$ cat src/hw/sapi_regs.svh
/*
  register indices, field positions, reset values and patterns of the sa6 pattern interrupt block.
  assumes: included by bare name wherever the macros are used; the guard keeps it single.
*/
`ifndef SAPI_REGS_SVH
`define SAPI_REGS_SVH
`define SAPI_STATUS_IDX 16'h0b0c
`define SAPI_ENABLE_IDX 16'h0b0d
`define SAPI_NIBBLE_IDX 16'h0b0e
`define SAPI_FLAGS_RST  8'h00
`define SAPI_BIT_ONES   7
`define SAPI_BIT_E      6
`define SAPI_BIT_C      5
`define SAPI_BIT_A      4
`define SAPI_BIT_EIGHT  3
`define SAPI_BIT_LOW    2
`define SAPI_BIT_MISC   1
`define SAPI_BIT_ZEROS  0
`define SAPI_PAT_ONES   4'hf
`define SAPI_PAT_E      4'he
`define SAPI_PAT_C      4'hc
`define SAPI_PAT_A      4'ha
`define SAPI_PAT_EIGHT  4'h8
`define SAPI_PAT_LOW3   3'h1
`define SAPI_PAT_ZEROS  4'h0
`endif

$ cat src/hw/sapi_pkg.sv
/*
  types and the pattern classifier shared by the sa6 pattern interrupt modules.
  assumes: sapi_regs.svh on the include path.
*/
package sapi_pkg;
  `include "sapi_regs.svh"
  typedef logic [7:0] sapi_flags_type;
  typedef enum logic [1:0] {
    SAPI_IDLE = 2'b01,
    SAPI_ACC  = 2'b10
  } sapi_apb_state_type;

  // one bit per monitored pattern, misc bit for every remaining value
  function automatic sapi_flags_type sapi_match(input logic [3:0] n);
    sapi_flags_type m;
    m = `SAPI_FLAGS_RST;
    m[`SAPI_BIT_ONES]  = (n == `SAPI_PAT_ONES);
    m[`SAPI_BIT_E]     = (n == `SAPI_PAT_E);
    m[`SAPI_BIT_C]     = (n == `SAPI_PAT_C);
    m[`SAPI_BIT_A]     = (n == `SAPI_PAT_A);
    m[`SAPI_BIT_EIGHT] = (n == `SAPI_PAT_EIGHT);
    m[`SAPI_BIT_LOW]   = (n[3:1] == `SAPI_PAT_LOW3);
    m[`SAPI_BIT_ZEROS] = (n == `SAPI_PAT_ZEROS);
    m[`SAPI_BIT_MISC]  = (m == `SAPI_FLAGS_RST);
    return m;
  endfunction
endpackage

$ cat src/hw/sapi_link_if.sv
/*
  internal carrier between detector, bus port and register core.
  assumes: all three ends on one clock.
*/
`timescale 1ns/100ps
interface sapi_link_if;
  logic [7:0] evt;
  logic [3:0] nib_q;
  logic       primed;
  logic       sel_status;
  logic       sel_enable;
  logic       sel_nibble;
  logic       wr_done;
  logic       rd_done;
  logic [7:0] wdata;
  logic [7:0] rd_cap;
  logic [7:0] rd_word;
  modport detect (output evt, nib_q, primed);
  modport port (output sel_status, sel_enable, sel_nibble, wr_done, rd_done, wdata, rd_cap,
                input rd_word);
  modport core (input evt, nib_q, primed, sel_status, sel_enable, sel_nibble, wr_done, rd_done,
                wdata, rd_cap, output rd_word);
endinterface

$ cat src/hw/sapi_detect.sv
/*
  change detector for the debounced sa6 nibble.
  assumes: nibble comes from framer logic on clk, so no synchroniser.
*/
`timescale 1ns/100ps
`include "sapi_regs.svh"
module sapi_detect
  import sapi_pkg::*;
(
  input wire logic       clk,
  input wire logic       rst_n,
  input wire logic       clk_en,
  input wire logic [3:0] sa6_nibble,
  sapi_link_if.detect    link
);
  logic [3:0]     nib_q;
  logic           primed;
  sapi_flags_type m_now;
  sapi_flags_type m_old;

  always_ff @(posedge clk) begin
    if (!rst_n) begin
      nib_q  <= 4'h0;
      primed <= 1'b0;
    end else if (clk_en) begin
      nib_q  <= sa6_nibble;
      primed <= 1'b1;
    end
  end

  // no event on the first sample: the reset value of nib_q is not a real history
  always_comb begin
    m_now = sapi_match(sa6_nibble);
    m_old = sapi_match(nib_q);
    link.evt = m_now ^ m_old;
    link.evt[`SAPI_BIT_MISC] = m_now[`SAPI_BIT_MISC] && (sa6_nibble != nib_q);
    if (!primed) begin
      link.evt = `SAPI_FLAGS_RST;
    end
  end

  assign link.nib_q  = nib_q;
  assign link.primed = primed;
endmodule

$ cat src/hw/sapi_apb.sv
/*
  apb slave front end: one wait-free access phase, pslverr on unmapped words.
  assumes: apb master on clk, 32-bit data, word aligned addresses.
*/
`timescale 1ns/100ps
`include "sapi_regs.svh"
module sapi_apb
  import sapi_pkg::*;
(
  input wire logic        clk,
  input wire logic        rst_n,
  input wire logic        clk_en,
  input wire logic        psel,
  input wire logic        penable,
  input wire logic        pwrite,
  input wire logic [31:0] paddr,
  input wire logic [31:0] pwdata,
  output logic     [31:0] prdata,
  output logic            pready,
  output logic            pslverr,
  sapi_link_if.port       link
);
  sapi_apb_state_type state;
  logic               hi_zero;
  logic               hit;
  logic               done;

  assign hi_zero         = (paddr[31:18] == 14'h0000);
  assign link.sel_status = hi_zero && (paddr[17:2] == `SAPI_STATUS_IDX);
  assign link.sel_enable = hi_zero && (paddr[17:2] == `SAPI_ENABLE_IDX);
  assign link.sel_nibble = hi_zero && (paddr[17:2] == `SAPI_NIBBLE_IDX);
  assign hit             = link.sel_status || link.sel_enable || link.sel_nibble;
  assign done            = clk_en && pready && psel && penable && !pslverr;
  assign link.wr_done    = done && pwrite;
  assign link.rd_done    = done && !pwrite;
  assign link.wdata      = pwdata[7:0];
  assign link.rd_cap     = prdata[7:0];

  // read data is sampled at setup, so the clear mask is exactly what software sees
  always_ff @(posedge clk) begin
    if (!rst_n) begin
      state   <= SAPI_IDLE;
      prdata  <= 32'h0000_0000;
      pready  <= 1'b0;
      pslverr <= 1'b0;
    end else if (clk_en) begin
      case (state)
        SAPI_IDLE: begin
          if (psel && !penable) begin
            state   <= SAPI_ACC;
            pready  <= 1'b1;
            pslverr <= !hit;
            prdata  <= (hit && !pwrite) ? {24'h00_0000, link.rd_word} : 32'h0000_0000;
          end
        end
        SAPI_ACC: begin
          if (psel && penable) begin
            state   <= SAPI_IDLE;
            pready  <= 1'b0;
            pslverr <= 1'b0;
          end
        end
        default: begin
          state  <= SAPI_IDLE;
          pready <= 1'b0;
        end
      endcase
    end
  end
endmodule

$ cat src/hw/sapi_irq.sv
/*
  sa6 pattern interrupt block: event status, enable mask, nibble readback, irq.
  assumes: debounced sa6 nibble and apb master both on clk; registers in low byte.
*/
// Our own choices: the address map and the APB register port.
`timescale 1ns/100ps
`include "sapi_regs.svh"
// How it works
// - reading status clears the bits read
// - status bits report events since last read
// - bit 0 sets entering or leaving 0000
// - bit 1 sets on other nibble values
// - enable bit 7 gates 1111 changes
// - enable bit 6 gates 1110 changes
// - enable bit 5 gates 1100 changes
// - enable bits read/write, zero suppresses interrupt
// - bits 7..2 latch six pattern changes
// - enable bits 4..0 gate remaining events
module sapi_irq
  import sapi_pkg::*;
(
  input wire logic        clk,
  input wire logic        rst_n,
  input wire logic        clk_en,
  input wire logic [3:0]  sa6_nibble,
  input wire logic        psel,
  input wire logic        penable,
  input wire logic        pwrite,
  input wire logic [31:0] paddr,
  input wire logic [31:0] pwdata,
  output logic     [31:0] prdata,
  output logic            pready,
  output logic            pslverr,
  output logic            irq
);
  sapi_link_if link ();

  sapi_flags_type status;
  sapi_flags_type enable;
  sapi_flags_type clr;
  sapi_flags_type next_status;
  sapi_flags_type next_enable;

  sapi_detect u_detect (
    .clk        (clk),
    .rst_n      (rst_n),
    .clk_en     (clk_en),
    .sa6_nibble (sa6_nibble),
    .link       (link)
  );

  sapi_apb u_apb (
    .clk     (clk),
    .rst_n   (rst_n),
    .clk_en  (clk_en),
    .psel    (psel),
    .penable (penable),
    .pwrite  (pwrite),
    .paddr   (paddr),
    .pwdata  (pwdata),
    .prdata  (prdata),
    .pready  (pready),
    .pslverr (pslverr),
    .link    (link)
  );

  // clear only what was read or written as one; a new event in the same cycle wins
  always_comb begin
    clr = `SAPI_FLAGS_RST;
    if (link.rd_done && link.sel_status) begin
      clr = clr | link.rd_cap;
    end
    if (link.wr_done && link.sel_status) begin
      clr = clr | link.wdata;
    end
    next_status = (status & ~clr) | link.evt;
  end

  always_comb begin
    next_enable = enable;
    if (link.wr_done && link.sel_enable) begin
      next_enable = link.wdata;
    end
  end

  always_comb begin
    if (link.sel_status) begin
      link.rd_word = status;
    end else if (link.sel_enable) begin
      link.rd_word = enable;
    end else if (link.sel_nibble) begin
      link.rd_word = {4'h0, link.nib_q};
    end else begin
      link.rd_word = `SAPI_FLAGS_RST;
    end
  end

  always_ff @(posedge clk) begin
    if (!rst_n) begin
      status <= `SAPI_FLAGS_RST;
    end else if (clk_en) begin
      status <= next_status;
    end
  end

  always_ff @(posedge clk) begin
    if (!rst_n) begin
      enable <= `SAPI_FLAGS_RST;
    end else if (clk_en) begin
      enable <= next_enable;
    end
  end

  // built from next values so irq tracks status and enable in the same cycle
  always_ff @(posedge clk) begin
    if (!rst_n) begin
      irq <= 1'b0;
    end else if (clk_en) begin
      irq <= |(next_status & next_enable);
    end
  end

  sapi_flags_type m_in;
  sapi_flags_type m_hist;
  logic           en_wr;

  assign m_in   = sapi_match(sa6_nibble);
  assign m_hist = sapi_match(link.nib_q);
  assign en_wr  = link.wr_done && link.sel_enable;
endmodule

$ cat config.mk
export PLATFORM = sky130hd
export DESIGN_NAME = sapi_irq
export DESIGN_NICKNAME = d
export VERILOG_FILES = /design/src/hw/sapi_pkg.sv /design/src/hw/sapi_link_if.sv /design/src/hw/sapi_detect.sv /design/src/hw/sapi_apb.sv /design/src/hw/sapi_irq.sv
export VERILOG_INCLUDE_DIRS = /design/src /design/src/hw
export SDC_FILE = /design/constraint.sdc
export NUM_CORES = 1
export LEC_CHECK = 0
export BUFFER_PORTS_ARGS = -buffer_cell sky130_fd_sc_hd__buf_2
export CAP_MARGIN = 20
export CORE_ASPECT_RATIO = 1.25
export CORE_UTILIZATION = 49
export DETAILED_ROUTE_END_ITERATION = 8
export GPL_TIMING_DRIVEN = 0
export PLACE_DENSITY = 0.82
export SLEW_MARGIN = 30
export SYNTH_ARGS = -nofsm -noshare
export SYNTH_HDL_FRONTEND = slang
export SYNTH_HIERARCHICAL = 1
export SYNTH_SLANG_ARGS = --single-unit
$ cat constraint.sdc
create_clock -name clk -period 2.6 [get_ports clk]
set_input_delay 0.39 -clock clk [delete_from_list [all_inputs] [get_ports clk]]
set_output_delay 0.39 -clock clk [all_outputs]
set_load 0.02 [all_outputs]
==> flow_summary.yaml, run 1 <==
cells_and_area:
  area_growth_pct: 22.1
  n_antenna_cell: 0
  nets: 449
  design_area_um2: 3140
  drive_gt1_frac: 0.351
  utilization: 0.622
  nFillCells: 455
  final_cells: 438
global_routing:
  grt_max_degree: 19
  antenna_found_initial: 0
  grt_busiest_layer: "met2"
  grt_util_met1: 0.249
  grt_util_all_layers: 0.214
  first_global_vias: 2064
  grt_remaining_overflow: 0
  met3_usage: 0.0412
  grt_pass1_wl_mm: 9.31
  grt_use_met2: 0.368
yosys:
  yosysWarnings: 6
  ys_ff_latch: 33
  ys.flop_type: "dfxtp_1"
  synth_commonest_cells: "buf_4 (44), dfxtp_1 (33), nand2_1 (26), mux2i_1 (16), nor2b_1 (15)"
  syn_inst: 295
  synthArstFlopShare: 0
  synth.distinct_cells: 50
  netlist_top_cells_area: "dfxtp_1 (26%), buf_4 (13%), mux2i_1 (6.2%)"
  synth_top_cell_by_area: "dfxtp_1"
  syn_avg_cell_area_um2: 8.71
  synth_area_um2: 2570
  yosysSeqAreaShare: 0.257
  synth_edf_count: 0
  synth.most_common_cell: "buf_4"
  synth_top_area_share: 0.257
detailed_routing:
  vias_per_cell: 5.24
  vias: 2293
  drtIter0Drc: 92
  first_pass_iters: 4
  antenna_left: 0
  drc_errors: 0
  routed_wl_mm: 5.80
  wire_per_inst_um: 13.2
placed_design:
  gp_congestion: 0.838
  dp_hpwl_mm: 4.36
  place_inst: 428
  placed_cell_area_um2: 2970
  place_ws_ns: -0.607
  io_buffers: 48
timing:
  worst_pin_slew_ns: 0.597
  clock-skew-final_ns: 0.0101
  layout_min_cycle_time_ns: 2.40
  finalSetupViolCount: 0
  rsz0062_at_grt: "no"
  min_period_over_period: 0.922
  final_hold_viol_count: 0
  fmax_mhz: 417
  worst_slack_ns: 0.202
  maxSlewHeadroom: 0.601
  slew_violations: 0
critical_path:
  path_cells: "buf_2, nor4_2, nand4_2, or2_4, nor3b_4, nand2_1, buf_6, mux2i_1, nor3_1, nor4_1, a31oi_1"
  cp.required_ns: 2.75
  cpLargestDelayFamily: "simple AND/OR/NAND/NOR gates"
  critPathKind: "in -> reg"
  crit_fanout: 10
  cp.arrival_ns: 2.55
  critical-path-max-stage-delay_ns: 0.32
  slowest_stage: "or2_4"
  critPathLaunchType: "input port"
  crit_buf_inv: 2
  endpoint_kind: "flop"
die:
  die_h_um: 83.0
  coreArea_um2: 5040
  ios: 109
  dieArea_um2: 5540
  rows: 29
  die_x_um: 66.8
  initial_utilization: 0.509
clock_network:
  clock-sinks: 33
  clk_pin_slew_ns: 0.08
  insertion_delay_ns: 0.29
  cts_max_level: 2
  postCtsHoldBufs: 0
  cts.root.buffer_cell: "clkbuf_8"
  cts_buffers: 5
  cts_tree: "built"
  clk_path_buf_depth: 2
worst_hold_path:
  hold_class: "in -> reg"
power:
  power_w: 0.00126
  irDropWorstVdd_uv: 218
  leakagePower_nw: 1.48
  power.density_nw_per_um2: 403
run_status:
  status: "finished, final reports clean"
run:
  max_cap_viol_count: 0
==> layer usage <==
layer,part of all wire,vias up
met5,0,-
met4,0.014,0
met3,0.064,8
met2,0.51,95
met1,0.41,1028
li1,-,1162
==> worst paths after layout <==
check / start / depth (start not counted) / to / slack (ns)
worst max-delay path: paddr[19] / 11 / irq / 0.20
worst min-delay path: pwdata[4] / 3 / enable[4] / 0.38
worst max register to register: u_apb/pready / 8 / irq / 0.55
worst min register to register: u_apb/prdata[7] / 1 / u_apb/prdata[7] / 0.51
==> cell type report <==
| cell class | instances | area [um^2] | share of cell area |
|---|---|---|---|
| Buffer | 59 | 438 | 0.140 |
| Clock inverter | 2 | 37.5 | 0.0120 |
| Sequential cell | 33 | 661 | 0.211 |
| Tap cell | 62 | 77.6 | 0.0247 |
| Clock buffer | 6 | 82.6 | 0.0263 |
| Multi-Input combinational cell | 223 | 1570 | 0.502 |
| Inverter | 3 | 11.3 | 0.00359 |
| Timing Repair Buffer | 50 | 255 | 0.0814 |
==> power by group <==
part	switching (W)	internal (W)	total, W
clock	0.000194	0.000312	0.000506
combinational	0.000123	0.000110	0.000233
sequential	0.00000980	0.000516	0.000526
total	0.000327	0.000937	0.00126
==> flip-flops by register name (all words and copies together) (netlist names) <==
| name | count |
|---|---|
| enable | 8 |
| irq | 1 |
| status | 8 |
| u_apb/prdata | 8 |
| u_apb/pready | 1 |
| u_apb/pslverr | 1 |
| u_apb/state | 1 |
| u_detect/link.nib_q | 4 |
| u_detect/link.primed | 1 |
==> placed cells by master (no fill, tap or decap), types with 2 or more instances in the layout <==
cell type  instances
xor2_1            11
nor3_1             4
nor2b_1           15
and2_1             8
nand3_1            3
dfxtp_1           33
nor4_1             4
o21ai_0           14
a21boi_0           2
a22oi_1           12
a21o_1             5
buf_6              6
nand4_1            3
clkbuf_2           3
a22o_1             8
o221ai_1           3
nor2_1             5
nand2b_1           4
and4bb_2           2
and4bb_1           2
nor4b_1            2
buf_2             50
mux2i_1           16
buf_4             46
nor3b_1           10
nor4_4             2
clkbuf_8           6
conb_1            24
nand2_1           26
inv_1              3
nand4b_1           2
nor3b_2            3
nor4_2             3
a21oi_1           11
clkbuf_1           3
nor4b_4            2
==> timing repair <==
item,4_1_cts,5_1_grt
setup endpoints to repair,9,9
pin swaps,0,3
buffers inserted,0,2
resized for setup,4,5
hold endpoints to repair,0,0
==> through the flow <==
stage               hold slack, ns  setup TNS [ns]
global route                 0.390               0
detailed placement           0.498           -5.07
CTS                          0.376               0
finish                       0.379               0
floorplan                    0.452               0
global placement             0.482           -4.81
==> cell families after synthesis <==
group | synth area share
compound gates | 0.171
xor+xnor | 0.0375
buf+inv | 0.173
flops | 0.257
mux | 0.0623
other cells | 0.00146
simple gates | 0.297
==> worst min-delay path: stages <==
cell,delay (ns)
buf_4,0.09
mux2i_1,0.06
nor2b_1,0.09
No activity file was read; power rests on OpenSTA's default activity.
==> inputs of run 2 (changes only) <==
Settings changed: ABC_AREA from default to 1, CORE_UTILIZATION 49 to 47, PLACE_DENSITY 0.82 to 0.81, SYNTH_HIERARCHICAL 1 to default.
==> run 2 against run 1 <==
  * Clock skew grew 0.0051 ns
  * Non-clock buffer count down 16
  * Fmax up 26%
  * Area after synthesis fell by 11%
  * Final cell count grew 17%
  * Register-to-register slack better by 0.14 ns
  * Critical path depth shrank 1
  * First-iteration DRC count up 49%
  * Clock-buffer cell count shrank 1
  * Critical endpoint unchanged
  * Largest power group is now clock
==> flow_summary.yaml, run 2 <==
die:
  coreArea_um2: 4530
  die_x_um: 64.2
  die_h_um: 79.8
  ios: 109
  initial_utilization: 0.503
  rows: 27
  dieArea_um2: 5130
global_routing:
  first_global_vias: 2243
  grt_max_degree: 12
  grt_pass1_wl_mm: 9.58
  grt_remaining_overflow: 0
  grt_util_all_layers: 0.238
  antenna_found_initial: 0
cells_and_area:
  nets: 527
  ff_latch_area_um2: 661
  nFillCells: 424
  n_antenna_cell: 0
  layout_commonest_cell: "nand2_1"
  multi_input_area_um2: 1260
  utilization: 0.632
  final_cell_mix: "nand2_1 (73), buf_2 (59), inv_1 (49), nand3_1 (40), nor2_1 (34)"
  design_area_um2: 2860
  final_cells: 512
  area_growth_pct: 25.6
  reg_top3: "enable x8, status x8, u_apb.prdata x8"
  drive_gt1_frac: 0.247
detailed_routing:
  drtIter0Drc: 137
  first_pass_iters: 5
  routed_wl_mm: 5.99
  vias: 2567
  vias_per_cell: 5.01
  wire_per_inst_um: 11.7
  antenna_left: 0
  drc_errors: 0
clock_network:
  cts_buffers: 5
  cts_max_level: 2
  clk_path_buf_depth: 2
  cts.root.buffer_cell: "clkbuf_8"
  postCtsHoldBufs: 0
  cts_resized: 0
  insertion_delay_ns: 0.30
  cts_tree: "built"
  clk_pin_slew_ns: 0.07
  postCtsSetupBuffers: 0
  clock-sinks: 33
placed_design:
  io_buffers: 58
  gp_congestion: 0.872
  placed_cell_area_um2: 2730
  dp_hpwl_mm: 4.55
  place_inst: 504
  place_ws_ns: 0.461
timing:
  worst_pin_slew_ns: 0.695
  final_hold_viol_count: 0
  fmax_mhz: 524
  maxSlewHeadroom: 0.535
  layout_min_cycle_time_ns: 1.91
  slew_violations: 0
  finalSetupTns_ns: 0
  min_period_over_period: 0.733
  rsz0062_at_grt: "no"
  finalSetupViolCount: 0
  clock-skew-final_ns: 0.0152
  worst_slack_ns: 0.693
power:
  power.share.sequential: 0.391
  p_int_w: 0.00101
  leakagePower_nw: 1.41
  power.density_nw_per_um2: 487
  switching_power_w: 0.000379
  clock_power_share: 0.417
  power.share.switching: 0.272
  irDropWorstVdd_uv: 350
  combPwrFrac: 0.192
critical_path:
  r2r-start: "u_apb.pslverr"
  endpoint_kind: "flop"
  r2r_end: "irq"
  worstRegToRegCells: 10
  cp.arrival_ns: 2.09
  crit_fanout: 8
  critPathLaunchType: "flop"
  cp.required_ns: 2.78
  critPathKind: "reg -> reg"
  r2r_setup_slack_ns: 0.69
yosys:
  synth_area_um2: 2280
  netlist_top_cells_area: "dfxtp_1 (29%), nand2_1 (12%), nand3_1 (8.8%)"
  synth_edf_count: 0
  syn_avg_cell_area_um2: 6.24
  ys_ff_latch: 33
  syn_inst: 365
  yosysSeqAreaShare: 0.290
  synthArstFlopShare: 0
  yosysWarnings: 0
  synth_top_cell_by_area: "dfxtp_1"
  synth.most_common_cell: "nand2_1"
  synth_top_area_share: 0.290
  ys.flop_type: "dfxtp_1"
  synth_commonest_cells: "nand2_1 (73), inv_1 (49), nand3_1 (40), nor2_1 (34), dfxtp_1 (33)"
  synth.distinct_cells: 33
worst_hold_path:
  hold_class: "in -> reg"
  worst_hold_path.endpoint: "u_apb.state[0]"
  holdPathStages: 2
  hold_start: "rst_n"
run_status:
  status: "finished, final reports clean"
run:
  max_cap_viol_count: 0
run 2: changes by cell type in the layout (fill, tap and decap cells not counted), sizes merged, moves of 16 or more:
cell,delta
a21oi,+20
buf,-16
inv,+47
mux2i,-16
nand2,+49
nand3,+37
nor2,+34
o21ai,+22
run 2: per-layer routing:
| metal | global-route usage | vias to the layer above | part of all wire |
|---|---|---|---|
| met3 | 0.0471 | 14 | 0.085 |
| met1 | 0.269 | 1125 | 0.40 |
| met2 | 0.414 | 126 | 0.49 |
| met4 | 0.133 | 0 | 0.020 |
| li1 | - | 1302 | - |
| met5 | 0 | - | 0 |
run 2: cells by family after synthesis:
kind of cell / Yosys count / share of synthesized area
and+or+nand+nor: 168 / 0.325
buffers and inverters: 87 / 0.194
AOI/OAI and AO/OA: 72 / 0.174
DFF: 33 / 0.290
xor gates and xnor gates: 4 / 0.0154
other: 1 / 0.00165
run 2: per-stage QoR:
step                hold slack (ns)  total power [W]
floorplan                     0.447         0.000736
global placement              0.465         0.000812
detailed placement            0.473         0.000818
CTS                           0.348          0.00139
global route                  0.357          0.00144
finish                        0.352          0.00139
run 2: how the worst max path moves through the flow:
| stage | depth (start not counted) | end | startpoint | slack (ns) |
|---|---|---|---|---|
| 2_1_floorplan | 12 | irq | paddr[23] | 0.90 |
| 6_report | 10 | irq | u_apb.pslverr | 0.69 |
| 3_3_place_gp | 12 | irq | clk_en | 0.51 |
| 5_1_grt | 9 | u_apb.prdata[3] | u_apb.state[0] | 0.58 |
| 3_5_place_dp | 12 | irq | clk_en | 0.46 |
| 4_1_cts | 10 | irq | u_apb.pslverr | 0.71 |
run 2: power by group through the flow:
stage          registers (W)  logic [W]  clock network [W]
2_1_floorplan       0.000560   0.000177                  0
3_3_place_gp        0.000555   0.000257                  0
3_5_place_dp        0.000555   0.000262                  0
4_1_cts             0.000544   0.000264           0.000583
5_1_grt             0.000548   0.000297           0.000599
6_report            0.000544   0.000267           0.000580
run 2: final cells by class:
cell class | count | share of cell area
multi-input cells | 268 | 0.441
flip-flops and latches | 33 | 0.231
repair buffers | 58 | 0.102
plain buffers | 35 | 0.0858
inverters | 52 | 0.0687
well taps | 58 | 0.0254
clock buffers | 5 | 0.0241
clock inverters | 3 | 0.0228
run 2: worst max-delay path: stages, from the launching register on:
cell,delay (ns)
dfxtp_1,0.33
nor2_2,0.12
nand3_2,0.10
nor2_1,0.55
nand3_1,0.17
nand3_1,0.12
nand2_1,0.07
nand2_1,0.08
nand2_1,0.07
nor2_2,0.13
a21oi_2,0.06
